==> config.mk <==
export PLATFORM = sky130hd
export DESIGN_NAME = pmc_power_mode_controller
export DESIGN_NICKNAME = d
export VERILOG_FILES = /design/src/hw/pmc_power_mode_controller.v
export VERILOG_INCLUDE_DIRS = /design/src /design/src/pkg
export SDC_FILE = /design/constraint.sdc
export NUM_CORES = 1
export LEC_CHECK = 0
export BUFFER_PORTS_ARGS = -buffer_cell sky130_fd_sc_hd__clkbuf_2
export CORE_MARGIN = 3
export CORE_UTILIZATION = 41
export DETAILED_ROUTE_END_ITERATION = 12
export PLACE_DENSITY = 0.67
export SYNTH_ARGS = -nofsm -noshare
export SYNTH_HDL_FRONTEND = slang
export SYNTH_SLANG_ARGS = --single-unit
==> constraint.sdc <==
create_clock -name clk -period 2.9 [get_ports clk]
set_clock_uncertainty 0.05 [all_clocks]
set_input_delay 0.29 -clock clk [delete_from_list [all_inputs] [get_ports clk]]
set_output_delay 0.29 -clock clk [all_outputs]
set_load 0.01 [all_outputs]
==> src/pkg/pmc_consts.vh <==
// constants for the operating-mode controller: register map, fields, codes
`ifndef PMC_CONSTS_VH
`define PMC_CONSTS_VH

// register byte addresses
`define PMC_ADDR_SYSCLK 4'h0
`define PMC_ADDR_LXT 4'h4
`define PMC_ADDR_HXT 4'h8
`define PMC_ADDR_HIGHSPEED_RC_OSC 4'hC
`define PMC_ADDR_STATUS 8'h10
`define PMC_ADDR_WAKE 8'h14
`define PMC_ADDR_W 8

// system clock control fields
`define PMC_CKS_HI 7
`define PMC_CKS_LO 5
`define PMC_HFSEL_BIT 3
`define PMC_LFSEL_BIT 2
`define PMC_HKEEP_BIT 1
`define PMC_LKEEP_BIT 0
`define PMC_CKS_SUB 3'h7
`define PMC_SYSCLK_RST 8'h00

// oscillator control fields (enable, stable flag)
`define PMC_EN_BIT 0
`define PMC_STABLE_BIT 1
`define PMC_HIGHSPEED_RC_OSC_EN_RST 1'b1
`define PMC_REG_RST 8'h00

// oscillator index into the four-wide vectors
`define PMC_OSC_HIGHSPEED_RC_OSC 0
`define PMC_OSC_HXT 1
`define PMC_OSC_LOWSPEED_RC_OSC 2
`define PMC_OSC_LXT 3
`define PMC_NOSC 4

// status fields
`define PMC_PDF_BIT 0
`define PMC_TO_BIT 1
`define PMC_MODE_LO 2
`define PMC_MODE_HI 4
`define PMC_HOLD_BIT 5

// mode codes shown in status
`define PMC_MODE_FAST 3'h0
`define PMC_MODE_SLOW 3'h1
`define PMC_MODE_SLEEP 3'h2
`define PMC_MODE_IDLE_ZERO_MODE 3'h3
`define PMC_MODE_IDLE_ONE_MODE 3'h4
`define PMC_MODE_IDLE_TWO_MODE 3'h5
`define PMC_MODE_WAKE 3'h6

// misc widths and answers
`define PMC_PORTA_W 8
`define PMC_INT_W 8
`define PMC_RESP_OKAY 2'h0
`define PMC_RESP_SLVERR 2'h2
`define PMC_ZERO32 32'h0000_0000

`endif

==> src/hw/pmc_power_mode_controller.v <==
// operating-mode controller: fast/slow/sleep/idle modes, oscillators, wake-up
//
// Local design decisions: the placing of the registers and the AXI4-Lite register port.
`timescale 1ns/1ps
`include "pmc_consts.vh"

module pmc_power_mode_controller (
   // clock and reset
   input wire clk,
   input wire nrst,
   // axi4-lite write address and data
   input wire [31:0] s_axi_awaddr,
   input wire s_axi_awvalid,
   output reg s_axi_awready,
   input wire [31:0] s_axi_wdata,
   input wire [3:0] s_axi_wstrb,
   input wire s_axi_wvalid,
   output reg s_axi_wready,
   // axi4-lite write response
   output reg [1:0] s_axi_bresp,
   output reg s_axi_bvalid,
   input wire s_axi_bready,
   // axi4-lite read
   input wire [31:0] s_axi_araddr,
   input wire s_axi_arvalid,
   output reg s_axi_arready,
   output reg [31:0] s_axi_rdata,
   output reg [1:0] s_axi_rresp,
   output reg s_axi_rvalid,
   input wire s_axi_rready,
   // core events, same clock
   input wire haltExec,
   input wire clearWatchdogExec,
   input wire watchdogEnabled,
   input wire watchdogOverflow,
   input wire [`PMC_INT_W-1:0] intRequest,
   // pins and analog ready levels, asynchronous
   input wire [`PMC_PORTA_W-1:0] portAPin,
   input wire extResetN,
   input wire [`PMC_NOSC-1:0] oscReady,
   // oscillator and clock control
   output reg [`PMC_NOSC-1:0] oscEnable,
   output reg [2:0] sysClockDivSel,
   output reg sysClockUseSub,
   output reg fastClockRun,
   output reg subClockRun,
   // core control
   output reg coreHold,
   output reg watchdogClear,
   output reg pcSpReset,
   output reg haltResume
);

   // one-hot states
   localparam [5:0] ST_RUN = 6'h01;
   localparam [5:0] ST_SLEEP = 6'h02;
   localparam [5:0] ST_IDLE_ZERO_MODE = 6'h04;
   localparam [5:0] ST_IDLE_ONE_MODE = 6'h08;
   localparam [5:0] ST_IDLE_TWO_MODE = 6'h10;
   localparam [5:0] ST_WAKE = 6'h20;

   // software-visible control
   reg [2:0] clockSelect;
   reg highFreqSelect;
   reg lowfreqSourceSelect;
   reg highspeedKeepalive;
   reg lowspeedKeepalive;
   reg lowspeedCrystalEnable;
   reg highspeedCrystalEnable;
   reg highspeedRcEnable;
   reg [`PMC_PORTA_W-1:0] portAWakeEnable;
   reg powerDownFlag;
   reg watchdogTimeoutFlag;

   // internal state
   reg [5:0] state;
   reg [5:0] next_state;
   reg [`PMC_NOSC-1:0] oscStable;
   reg [`PMC_NOSC-1:0] oscEnablePrev;
   reg [`PMC_INT_W-1:0] intPendingAtHalt;
   reg [`PMC_PORTA_W-1:0] portAPrev;

   // synchronisers: first stage read only by second stage
   reg [`PMC_PORTA_W-1:0] portAMeta;
   reg [`PMC_PORTA_W-1:0] portASync;
   reg extRstMeta;
   reg extRstSyncN;
   reg [`PMC_NOSC-1:0] readyMeta;
   reg [`PMC_NOSC-1:0] readySync;

   // axi bookkeeping
   reg [`PMC_ADDR_W-1:0] wrAddr;
   reg [31:0] wrData;
   reg [3:0] wrStrb;
   reg haveAddr;
   reg haveData;

   ////////////////////////////////////////////////////////////////////////
   // decode helpers

   // register read mux, used by the read channel and for mapping checks
   function [32:0] regRead;
      input [`PMC_ADDR_W-1:0] addr;
      input [31:0] sysclk;
      input [31:0] lowspeed_crystal_osc;
      input [31:0] highspeed_crystal_osc;
      input [31:0] highspeed_rc_osc;
      input [31:0] stat;
      input [31:0] wake;
      begin
         case (addr)
            {4'h0, `PMC_ADDR_SYSCLK}: regRead = {1'b1, sysclk};
            {4'h0, `PMC_ADDR_LXT}: regRead = {1'b1, lowspeed_crystal_osc};
            {4'h0, `PMC_ADDR_HXT}: regRead = {1'b1, highspeed_crystal_osc};
            {4'h0, `PMC_ADDR_HIGHSPEED_RC_OSC}: regRead = {1'b1, highspeed_rc_osc};
            `PMC_ADDR_STATUS: regRead = {1'b1, stat};
            `PMC_ADDR_WAKE: regRead = {1'b1, wake};
            default: regRead = {1'b0, `PMC_ZERO32};
         endcase
      end
   endfunction

   // mode code for status
   function [2:0] modeCode;
      input [5:0] st;
      input useSub;
      begin
         case (st)
            ST_RUN: modeCode = useSub ? `PMC_MODE_SLOW : `PMC_MODE_FAST;
            ST_SLEEP: modeCode = `PMC_MODE_SLEEP;
            ST_IDLE_ZERO_MODE: modeCode = `PMC_MODE_IDLE_ZERO_MODE;
            ST_IDLE_ONE_MODE: modeCode = `PMC_MODE_IDLE_ONE_MODE;
            ST_IDLE_TWO_MODE: modeCode = `PMC_MODE_IDLE_TWO_MODE;
            default: modeCode = `PMC_MODE_WAKE;
         endcase
      end
   endfunction

   ////////////////////////////////////////////////////////////////////////
   // register views

   wire [31:0] sysclkView = {24'h00_0000, clockSelect, 1'b0, highFreqSelect,
      lowfreqSourceSelect, highspeedKeepalive, lowspeedKeepalive};
   // upper bits of oscillator controls stay zero
   wire [31:0] lxtView = {30'h0000_0000, oscStable[`PMC_OSC_LXT],
      lowspeedCrystalEnable};
   wire [31:0] hxtView = {30'h0000_0000, oscStable[`PMC_OSC_HXT],
      highspeedCrystalEnable};
   wire [31:0] hircView = {30'h0000_0000, oscStable[`PMC_OSC_HIGHSPEED_RC_OSC], highspeedRcEnable};
   wire [31:0] statusView = {26'h000_0000, coreHold, modeCode(state, sysClockUseSub),
      watchdogTimeoutFlag, powerDownFlag};
   wire [31:0] wakeView = {24'h00_0000, portAWakeEnable};

   wire wrFire = haveAddr && haveData && !s_axi_bvalid;
   wire [32:0] wrHit = regRead(wrAddr, sysclkView, lxtView, hxtView, hircView,
      statusView, wakeView);
   wire [32:0] rdHit = regRead(s_axi_araddr[`PMC_ADDR_W-1:0], sysclkView, lxtView,
      hxtView, hircView, statusView, wakeView);
   wire upperZero = (s_axi_araddr[31:`PMC_ADDR_W] == 24'h00_0000);

   ////////////////////////////////////////////////////////////////////////
   // derived conditions

   wire halted = state[1] | state[2] | state[3] | state[4];
   wire fastStable = highFreqSelect ? oscStable[`PMC_OSC_HXT] : oscStable[`PMC_OSC_HIGHSPEED_RC_OSC];
   wire slowStable = lowfreqSourceSelect ? oscStable[`PMC_OSC_LXT] :
      oscStable[`PMC_OSC_LOWSPEED_RC_OSC];
   wire wantSub = (clockSelect == `PMC_CKS_SUB);
   // falling edge on an enabled port a pin
   wire portWake = |(portAPrev & ~portASync & portAWakeEnable);
   // requests already pending at halt are excluded from waking
   wire intWake = |(intRequest & ~intPendingAtHalt);
   wire wakeEvent = portWake | !extRstSyncN | intWake | watchdogOverflow;

   ////////////////////////////////////////////////////////////////////////
   // next-state logic

   always @* begin
      next_state = state;
      case (state)
         ST_RUN: begin
            if (haltExec) begin
               case ({highspeedKeepalive, lowspeedKeepalive})
                  2'b00: next_state = ST_SLEEP;
                  2'b01: next_state = ST_IDLE_ZERO_MODE;
                  2'b11: next_state = ST_IDLE_ONE_MODE;
                  default: next_state = ST_IDLE_TWO_MODE;
               endcase
            end
         end
         ST_SLEEP, ST_IDLE_ZERO_MODE, ST_IDLE_ONE_MODE, ST_IDLE_TWO_MODE: begin
            if (wakeEvent) begin
               next_state = ST_WAKE;
            end
         end
         ST_WAKE: begin
            // core stays held until the running system clock is stable
            if (sysClockUseSub ? slowStable : fastStable) begin
               next_state = ST_RUN;
            end
         end
         default: next_state = ST_RUN;
      endcase
   end

   ////////////////////////////////////////////////////////////////////////
   // oscillator enables; a stopped clock restarts on wake, or in run when clockSelect leaves sub or highspeedKeepalive is set

   reg [`PMC_NOSC-1:0] next_oscEnable;
   reg nextFastOn;
   reg nextSubOn;
   always @* begin
      nextFastOn = 1'b1;
      nextSubOn = 1'b1;
      case (next_state)
         ST_SLEEP: begin
            nextFastOn = 1'b0;
            nextSubOn = 1'b0;
         end
         ST_IDLE_ZERO_MODE: nextFastOn = 1'b0;
         ST_IDLE_TWO_MODE: nextSubOn = 1'b0;
         ST_RUN: nextFastOn = !sysClockUseSub || highspeedKeepalive || !wantSub;
         default: nextFastOn = 1'b1;
      endcase
      next_oscEnable[`PMC_OSC_HIGHSPEED_RC_OSC] = highspeedRcEnable && nextFastOn && !highFreqSelect;
      next_oscEnable[`PMC_OSC_HXT] = highspeedCrystalEnable && nextFastOn;
      next_oscEnable[`PMC_OSC_LXT] = lowspeedCrystalEnable && nextSubOn;
      // watchdog keeps the low-speed rc alive regardless of keepalive
      next_oscEnable[`PMC_OSC_LOWSPEED_RC_OSC] = (nextSubOn && !lowfreqSourceSelect)
         || watchdogEnabled;
   end

   ////////////////////////////////////////////////////////////////////////
   // stable flags: cleared on enable, set once settled

   genvar gi;
   generate
      for (gi = 0; gi < `PMC_NOSC; gi = gi + 1) begin : gStable
         always @(posedge clk or negedge nrst) begin
            if (!nrst) begin
               oscStable[gi] <= 1'b0;
            end else if (!oscEnable[gi] || !oscEnablePrev[gi]) begin
               oscStable[gi] <= 1'b0;
            end else if (readySync[gi]) begin
               oscStable[gi] <= 1'b1;
            end
         end
      end
   endgenerate

   ////////////////////////////////////////////////////////////////////////
   // input synchronisers and edge history

   always @(posedge clk or negedge nrst) begin
      if (!nrst) begin
         portAMeta <= 8'hFF;
         portASync <= 8'hFF;
         portAPrev <= 8'hFF;
         extRstMeta <= 1'b1;
         extRstSyncN <= 1'b1;
         readyMeta <= 4'h0;
         readySync <= 4'h0;
      end else begin
         portAMeta <= portAPin;
         portASync <= portAMeta;
         portAPrev <= portASync;
         extRstMeta <= extResetN;
         extRstSyncN <= extRstMeta;
         readyMeta <= oscReady;
         readySync <= readyMeta;
      end
   end

   ////////////////////////////////////////////////////////////////////////
   // mode state, clock routing and core control

   always @(posedge clk or negedge nrst) begin
      if (!nrst) begin
         state <= ST_RUN;
         oscEnable <= 4'h0;
         oscEnablePrev <= 4'h0;
         sysClockDivSel <= 3'h0;
         sysClockUseSub <= 1'b0;
         fastClockRun <= 1'b1;
         subClockRun <= 1'b1;
         coreHold <= 1'b0;
         watchdogClear <= 1'b0;
         pcSpReset <= 1'b0;
         haltResume <= 1'b0;
         intPendingAtHalt <= 8'h00;
      end else begin
         state <= next_state;
         oscEnable <= next_oscEnable;
         oscEnablePrev <= oscEnable;
         fastClockRun <= !(next_state == ST_SLEEP || next_state == ST_IDLE_ZERO_MODE);
         subClockRun <= !(next_state == ST_SLEEP || next_state == ST_IDLE_TWO_MODE);
         // execution halts; memory, registers and ports untouched
         coreHold <= (next_state != ST_RUN);
         watchdogClear <= (state == ST_RUN) && haltExec;
         // the wake wait still counts as halted: no full reset there either
         pcSpReset <= (state != ST_RUN) && watchdogOverflow;
         // port, masked interrupt and other wakes resume after halt
         haltResume <= (state == ST_WAKE) && (next_state == ST_RUN);
         if ((state == ST_RUN) && haltExec) begin
            intPendingAtHalt <= intRequest;
         end
         // clock switching only when the target source is stable
         if (state == ST_RUN) begin
            if (wantSub && slowStable) begin
               sysClockUseSub <= 1'b1;
            end else if (!wantSub && (fastStable || !sysClockUseSub)) begin
               sysClockUseSub <= 1'b0;
               sysClockDivSel <= clockSelect;
            end
         end
      end
   end

   ////////////////////////////////////////////////////////////////////////
   // power-down and timeout flags; setting beats clearing

   always @(posedge clk or negedge nrst) begin
      if (!nrst) begin
         powerDownFlag <= 1'b0;
         watchdogTimeoutFlag <= 1'b0;
      end else begin
         if ((state == ST_RUN) && haltExec) begin
            powerDownFlag <= 1'b1;
         end else if (clearWatchdogExec) begin
            powerDownFlag <= 1'b0;
         end
         if (watchdogOverflow) begin
            watchdogTimeoutFlag <= 1'b1;
         end else if ((state == ST_RUN) && haltExec) begin
            watchdogTimeoutFlag <= 1'b0;
         end
      end
   end

   ////////////////////////////////////////////////////////////////////////
   // axi4-lite write channel: address and data in either order

   always @(posedge clk or negedge nrst) begin
      if (!nrst) begin
         s_axi_awready <= 1'b1;
         s_axi_wready <= 1'b1;
         s_axi_bvalid <= 1'b0;
         s_axi_bresp <= `PMC_RESP_OKAY;
         haveAddr <= 1'b0;
         haveData <= 1'b0;
         wrAddr <= 8'h00;
         wrData <= `PMC_ZERO32;
         wrStrb <= 4'h0;
         clockSelect <= 3'h0;
         highFreqSelect <= 1'b0;
         lowfreqSourceSelect <= 1'b0;
         highspeedKeepalive <= 1'b0;
         lowspeedKeepalive <= 1'b0;
         lowspeedCrystalEnable <= 1'b0;
         highspeedCrystalEnable <= 1'b0;
         highspeedRcEnable <= `PMC_HIGHSPEED_RC_OSC_EN_RST;
         portAWakeEnable <= 8'h00;
      end else begin
         if (s_axi_awvalid && s_axi_awready) begin
            wrAddr <= (s_axi_awaddr[31:`PMC_ADDR_W] == 24'h00_0000) ?
               s_axi_awaddr[`PMC_ADDR_W-1:0] : 8'hFF;
            haveAddr <= 1'b1;
            s_axi_awready <= 1'b0;
         end
         if (s_axi_wvalid && s_axi_wready) begin
            wrData <= s_axi_wdata;
            wrStrb <= s_axi_wstrb;
            haveData <= 1'b1;
            s_axi_wready <= 1'b0;
         end
         if (wrFire) begin
            haveAddr <= 1'b0;
            haveData <= 1'b0;
            s_axi_bvalid <= 1'b1;
            s_axi_bresp <= wrHit[32] ? `PMC_RESP_OKAY : `PMC_RESP_SLVERR;
            // only the low byte holds fields; stable flags are read-only
            if (wrStrb[0]) begin
               case (wrAddr)
                  {4'h0, `PMC_ADDR_SYSCLK}: begin
                     clockSelect <= wrData[`PMC_CKS_HI:`PMC_CKS_LO];
                     highFreqSelect <= wrData[`PMC_HFSEL_BIT];
                     lowfreqSourceSelect <= wrData[`PMC_LFSEL_BIT];
                     highspeedKeepalive <= wrData[`PMC_HKEEP_BIT];
                     lowspeedKeepalive <= wrData[`PMC_LKEEP_BIT];
                  end
                  {4'h0, `PMC_ADDR_LXT}: lowspeedCrystalEnable <= wrData[`PMC_EN_BIT];
                  {4'h0, `PMC_ADDR_HXT}: highspeedCrystalEnable <= wrData[`PMC_EN_BIT];
                  {4'h0, `PMC_ADDR_HIGHSPEED_RC_OSC}: highspeedRcEnable <= wrData[`PMC_EN_BIT];
                  `PMC_ADDR_WAKE: portAWakeEnable <= wrData[`PMC_PORTA_W-1:0];
                  default: wrStrb <= 4'h0;
               endcase
            end
         end
         if (s_axi_bvalid && s_axi_bready) begin
            s_axi_bvalid <= 1'b0;
            s_axi_awready <= 1'b1;
            s_axi_wready <= 1'b1;
         end
      end
   end

   ////////////////////////////////////////////////////////////////////////
   // axi4-lite read channel: one cycle from address to data

   always @(posedge clk or negedge nrst) begin
      if (!nrst) begin
         s_axi_arready <= 1'b1;
         s_axi_rvalid <= 1'b0;
         s_axi_rdata <= `PMC_ZERO32;
         s_axi_rresp <= `PMC_RESP_OKAY;
      end else begin
         if (s_axi_arvalid && s_axi_arready) begin
            s_axi_arready <= 1'b0;
            s_axi_rvalid <= 1'b1;
            s_axi_rdata <= upperZero ? rdHit[31:0] : `PMC_ZERO32;
            s_axi_rresp <= (upperZero && rdHit[32]) ? `PMC_RESP_OKAY : `PMC_RESP_SLVERR;
         end else if (s_axi_rvalid && s_axi_rready) begin
            s_axi_rvalid <= 1'b0;
            s_axi_arready <= 1'b1;
         end
      end
   end

endmodule // pmc_power_mode_controller

==> results by group, run 1 <==
Routing
  – Drt total wl: 11,300 um
  – WL/cell: ~15 um
  – Vias per cell: just under 5
  – DRT Pass-1 Iters: 5
  – Final routed DRC violation total: 0
  – Routed vias: ~3.7k
  – Initial DRC Count: about 170
  – Post-route ant nets: 0

Floorplan
  – Total core area: approximately 0.012 mm2
  – Initial Util: between 40% and 50%
  – Die extent in y: between 100 and 150 um
  – Die area: 0.0138 mm2
  – # IOs: 187
  – Rows: 40
  – Die W: 118 um

Placed design
  – Port bufs: approximately 130
  – Placer Congestion: 0.840
  – HPWL after DPL: 8500 um

Global route
  – First-pass GRT wire length: 18,800 um
  – M2 GR Usage: between 20% and 30%
  – Largest net degree at the start of global routing: 66
  – GRT met3 Usage: under 10%
  – GRT overflow: 0
  – Initial antenna violation count: 0
  – Number of global-route vias before repair: about 3.8k
  – Global-route usage over all layers: ~17%
  – Met1 Use GR: about a fifth
  – Most used routing layer: met2

Yosys
  – Synth top area share: between 40 and 50%
  – Post-Syn Area: ~0.0051 mm2
  – Sequential fraction of the synthesis area: a little over 60%
  – Synth area leaders: dfrtp_1 45%, dfstp_2 17%, mux2_2 5.7%
  – Asr flop ratio synth: 100%
  – YS warnings: 0
  – Syn_area_per_cell: approximately 12 um2
  – Library cells used by synthesis: 51
  – Number of flops mapped to enable cells by yosys: 0
  – Mapped Cells: around 430
  – Yosys reg bits: 124
  – Yosys top cell by area: dfrtp_1
  – Top FF cell, synth: dfrtp_1

Power
  – PD cells: 819 mW/mm2
  – VDD IR-drop max: roughly 0.43 mV
  – Pleak: roughly 0.0033 uW

Timing
  – Max-slew violations: 0
  – RSZ-0062 raised after global routing: false
  – Hold Slack: 16.2 ps
  – Tcrit/Tclk final: roughly three quarters
  – F_max: around 450 MHz
  – Slew Limit Headroom: about 46%
  – Final hold vios: 0
  – Setup violators final: 0
  – Post-layout min period: 2230 ps
  – Setup TNS Final: 0 ps
  – Worst-margin pin slew: 808 ps

Critical path
  – Worst setup EP type: register
  – Startpoint Class: register
  – FF-to-FF path depth: 4
  – Worst-path maximum fanout: 7
  – Critical path class: register to register
  – Worst path required time: 3140 ps
  – RR Endpoint: lowspeedKeepalive$_DFFE_PN0P_
  – Register-to-Register Setup Slack: just under 700 ps
  – Critical Path AT: roughly 2500 ps
  – Worst r2r src: wrAddr[0]$_DFFE_PN0P_

Layout
  – Fillers: 1,048
  – Nets@finish: about 720
  – Synth-to-Final Area Change: 31.1%
  – Commonest non-fill, non-tap cell in the layout: clkbuf_2
  – # diodes: 0
  – Commonest non-fill, non-tap cells in the layout: 132 x clkbuf_2, 91 x dfrtp_1, 38 x nand2_1
  – Area occupied by multi-input gates: 0.00175 mm2
  – Share of cells above drive strength 1: 38.6%
  – Storage cell area: ~0.0031 mm2

CTS
  – Clock sinks: 124
  – # H-tree levels: 4
  – Post-CTS Setup Bufs: 0
  – Clk buf depth: 2
  – CTS Buf Count: 17
  – Latest clock arrival within the worst-skew pair: 410 ps
  – CTS tree: yes
  – Clock transition at path regs: 50 ps
  – CTS root buffer: clkbuf_16

Min path
  – Min-Delay Endpoint: oscEnable[2]$_DFF_PN0_
  – Path type of the worst min-delay path: input port to register
  – Hold Startpoint: watchdogEnabled
  – Hold Path Depth: 3

Outcome
  – Status: finished, final reports clean

Job
  – Max-Cap Viols: 0
==> flip-flops by register name (all words and copies together), names as in the netlist, 3 cells and up <==
signal,cells
portASync,8
oscEnable,4
s_axi_rdata,8
portAWakeEnable,8
oscEnablePrev,4
clockSelect,3
readySync,4
wrData,8
intPendingAtHalt,8
state,6
portAMeta,8
wrAddr,8
readyMeta,4
sysClockDivSel,3
portAPrev,8
==> per-stage QoR <==
stage	utilization [%]	total power, uW	std cells	worst slack, ps	instance area [um2]
finish	55.3	5490	767	673	6700
floorplan	-	2850	451	847	5200
global route	55.3	5770	767	490	6700
CTS	55.3	5540	767	659	6700
global placement	48.5	3130	718	704	5870
detailed placement	48.5	3190	718	672	5870
==> cells by family (layout without fill, tap and decap cells) <==
group | count (synthesis) | count (layout) | synth area share [%]
other | 1 | 26 | 0.0734
AO/OA/AOI/OAI | 79 | 79 | 10.6
multiplexers | 34 | 34 | 7.30
buffers and inverters | 55 | 203 | 6.07
XOR/XNOR | 4 | 4 | 0.686
AND/OR/NAND/NOR | 129 | 129 | 13.8
flip-flops | 124 | 124 | 61.5
==> cells in the mapped netlist, types with 5 or more instances <==
cell type,number
nand4_1,5
dfstp_2,33
mux2_2,26
o21ai_0,25
nor4_1,18
nand2_1,38
o22a_1,10
buf_4,26
nor3_1,6
nand3_1,7
nor2b_1,5
nor2_1,24
a21oi_1,10
clkbuf_1,5
inv_1,19
mux2i_1,8
dfrtp_1,91
buf_2,5
==> power breakdown <==
group	total (uW)	switching (uW)	internal (uW)
Combinational	867	465	401
Sequential	2300	230	2070
Clock	2320	733	1590
==> cell type report <==
cell class                 instances  area share (%)
clock inverter                    11            2.82
clock buffer                      21            7.02
inverter                          19            1.06
timing repair buffer             152            12.9
multi-input combinational        272            26.1
sequential                       124            46.9
tap                              168            3.14
==> how the worst max path moves through the flow <==
stage / start / slack [ps] / cells past startpoint / to
after floorplan: wrAddr[0]$_DFFE_PN0P_ / 850 / 4 / clockSelect[0]$_DFFE_PN0P_
after global placement: wrAddr[0]$_DFFE_PN0P_ / 700 / 4 / clockSelect[0]$_DFFE_PN0P_
after detailed placement: state[1]$_DFF_PN0_ / 670 / 5 / oscEnable[3]$_DFF_PN0_
after CTS: wrAddr[0]$_DFFE_PN0P_ / 660 / 4 / clockSelect[1]$_DFFE_PN0P_
after global routing: state[1]$_DFF_PN0_ / 490 / 5 / oscEnable[2]$_DFF_PN0_
final: wrAddr[0]$_DFFE_PN0P_ / 670 / 4 / lowspeedKeepalive$_DFFE_PN0P_
==> worst max-delay path, stage by stage, from the launching register on <==
cell	delay, ps
dfrtp_1	380
or4_4	580
nor4_4	260
nor3b_4	460
mux2_2	380
==> routing by layer <==
metal	vias to the layer above	wire (um)
li1	1799	-
met1	1798	4870
met4	0	102
met2	132	5590
met3	9	740
met5	-	0
==> what timing repair did <==
action                                  CTS  global route
hold buffers                             17             0
endpoints found under the setup margin    0             0
hold endpoints to repair                 54             0
resized for setup                         0             0
Power figures use the tool's default switching activity.
==> run 2: changes to the inputs <==
--- a/config.mk
+++ b/config.mk
@@ -10,7 +10,7 @@
 export CORE_MARGIN = 3
 export CORE_UTILIZATION = 41
 export DETAILED_ROUTE_END_ITERATION = 12
-export PLACE_DENSITY = 0.67
+export PLACE_DENSITY = 0.7
 export SYNTH_ARGS = -nofsm -noshare
 export SYNTH_HDL_FRONTEND = slang
 export SYNTH_SLANG_ARGS = --single-unit
==> constraint.sdc (replaced) <==
create_clock -name clk -period 1.8 [get_ports clk]
set_clock_uncertainty 0.05 [all_clocks]
set_input_delay 0.18 -clock clk [delete_from_list [all_inputs] [get_ports clk]]
set_output_delay 0.18 -clock clk [all_outputs]
set_load 0.01 [all_outputs]
==> results by group, run 2 (synthesis results as in run 1) <==
Global route
  – First-pass GRT wire length: about 21,000 um
  – Number of global-route vias before repair: approximately 4.5k
  – Largest net degree at the start of global routing: 49
  – GRT overflow: 0
  – Global-route usage over all layers: 19.1%
  – Initial antenna violation count: 0

Critical path
  – Slowest CP cell: or4_4
  – Worst r2r src: wrAddr[0]$_DFFE_PN0P_
  – RR Endpoint: portAWakeEnable[7]$_DFFE_PN0P_
  – Crit path depth: 5
  – Critical Path AT: 2230 ps
  – Worst-path maximum fanout: 8
  – Max incr delay on CP: 560 ps
  – CP endpoint: portAWakeEnable[7]$_DFFE_PN0P_
  – Startpoint Class: register
  – Crit path cell chain: or4_4 -> buf_6 -> nor4_4 -> buf_12 -> mux2_4
  – Critical path class: register to register
  – Worst setup EP type: register
  – Buf/Inv on CP: 2
  – Register-to-Register Setup Slack: -190 ps
  – Delay-heaviest family, CP: simple AND/OR/NAND/NOR gates
  – FF-to-FF path depth: 5
  – Worst Setup SP: wrAddr[0]$_DFFE_PN0P_
  – Worst path required time: around 2000 ps

Floorplan
  – Die area: between 0.01 and 0.015 mm2
  – Die extent in y: around 120 um
  – Initial Util: 42.2%
  – Total core area: ~0.012 mm2
  – Die W: ~120 um
  – Rows: 40
  – # IOs: 187

Layout
  – Fillers: ~940
  – Commonest non-fill, non-tap cell in the layout: clkbuf_2
  – Final Core Density: between 60% and 70%
  – # diodes: 0
  – Commonest non-fill, non-tap cells in the layout: 132 x clkbuf_2, 89 x dfrtp_1, 50 x dlygate4sd3_1
  – Synth-to-Final Area Change: 47.0%
  – Nets@finish: slightly below 800
  – Finished Layout Cells: approximately 840
  – Share of cells above drive strength 1: 44.1%

Routing
  – Final routed DRC violation total: 0
  – Drt total wl: ~13,000 um
  – Routed vias: roughly 4.2k
  – WL/cell: around 15 um
  – Vias per cell: around 5.0
  – DRT Pass-1 Iters: 4
  – Post-route ant nets: 0
  – Initial DRC Count: around 180

CTS
  – Clock sinks: 124
  – CTS root buffer: clkbuf_16
  – CTS tree: yes
  – # H-tree levels: 4
  – Clock transition at path regs: 60 ps
  – Latest clock arrival within the worst-skew pair: a little over 400 ps
  – Clk buf depth: 2
  – CTS Buf Count: 17

Timing
  – F_max: between 500 and 600 MHz
  – Tcrit/Tclk final: 110%
  – Post-layout min period: about 2000 ps
  – Final hold vios: 0
  – RSZ-0062 raised after global routing: true
  – Max-slew violations: 0
  – Worst setup margin: -185 ps
  – Setup violators final: 26

Min path
  – Path type of the worst min-delay path: input port to asynchronous set/reset pin

Placed design
  – HPWL after DPL: 9200 um
  – Port bufs: between 100 and 150
  – Dpl cells: 759
  – Placer Congestion: 0.857

Power
  – PD cells: 1170 mW/mm2
  – Power, Total: between 8000 and 9000 uW
  – Pleak: 0.00362 uW
  – VDD IR-drop max: 0.670 mV

Job
  – Max-Cap Viols: 0

Outcome
  – Failing checks: setup timing
  – Status: finished, violations left
==> run 2: changes by cell type in the layout (fill, tap and decap cells not counted), sizes merged <==
cell         change
inv              +3
bufinv           -4
buf             +43
dlygate4sd3     +33
clkinvlp         +3
clkbuf           -3
clkinv           +1
==> run 2: cell type report <==
cell class / instances / area, um2 / share of cell area (%)
Clock buffer: 18 / 429 / 5.71
Clock inverter: 14 / 138 / 1.83
Inverter: 19 / 71.3 / 0.949
Multi-Input combinational cell: 272 / 1960 / 26.1
Sequential cell: 124 / 3150 / 41.9
Tap cell: 168 / 210 / 2.80
Timing Repair Buffer: 228 / 1560 / 20.7
==> run 2: worst reg2reg max path: stages (launching register included) <==
cell and delay, ps:
dfrtp_1 380, or4_4 560, buf_6 140, nor4_4 260, buf_12 180, mux2_4 310
==> run 2: report_power, final <==
| part | switching, uW | total (uW) | internal (uW) |
|---|---|---|---|
| sequential | 386 | 3720 | 3330 |
| clock | 1290 | 3210 | 1920 |
| combinational | 959 | 1890 | 927 |
| total | 2630 | 8810 | 6180 |
==> run 2: worst min-delay path by stage <==
stage,endpoint,from,slack (ps)
3_5_place_dp,wrData[3]$_DFFE_PN0P_,nrst,80
5_1_grt,wrData[1]$_DFFE_PN0P_,nrst,220
3_3_place_gp,wrData[3]$_DFFE_PN0P_,nrst,80
6_report,wrData[1]$_DFFE_PN0P_,nrst,200
4_1_cts,wrData[3]$_DFFE_PN0P_,nrst,190
2_1_floorplan,clockSelect[0]$_DFFE_PN0P_,nrst,-170
==> run 2: layer usage <==
| layer | global-route usage (%) | vias to the layer above | wire, um |
|---|---|---|---|
| met1 | 22.5 | 2048 | 5220 |
| li1 | - | 1952 | - |
| met2 | 33.1 | 195 | 6480 |
| met3 | 5.77 | 28 | 901 |
| met5 | 0 | - | 0 |
| met4 | 6.37 | 0 | 312 |
==> run 2: what timing repair did <==
| item | CTS | global route |
|---|---|---|
| gates resized for setup | 22 | 13 |
| hold endpoints to repair | 76 | 0 |
| setup endpoints to repair | 37 | 33 |
| pin swaps | 3 | 6 |
| setup buffers | 2 | 0 |
| cloned | 0 | 0 |
| hold buffers | 50 | 0 |
==> run 2: through the flow <==
step	TNS (ps)	cell area (um2)	worst slack (ps)	hold slack, ps
2_1_floorplan	-3330	5250	-253	-166
3_3_place_gp	-3320	6250	-198	78.4
3_5_place_dp	-4190	6250	-224	83.6
4_1_cts	-2880	7440	-200	191
5_1_grt	-5610	7510	-286	218
6_report	-3130	7510	-185	199
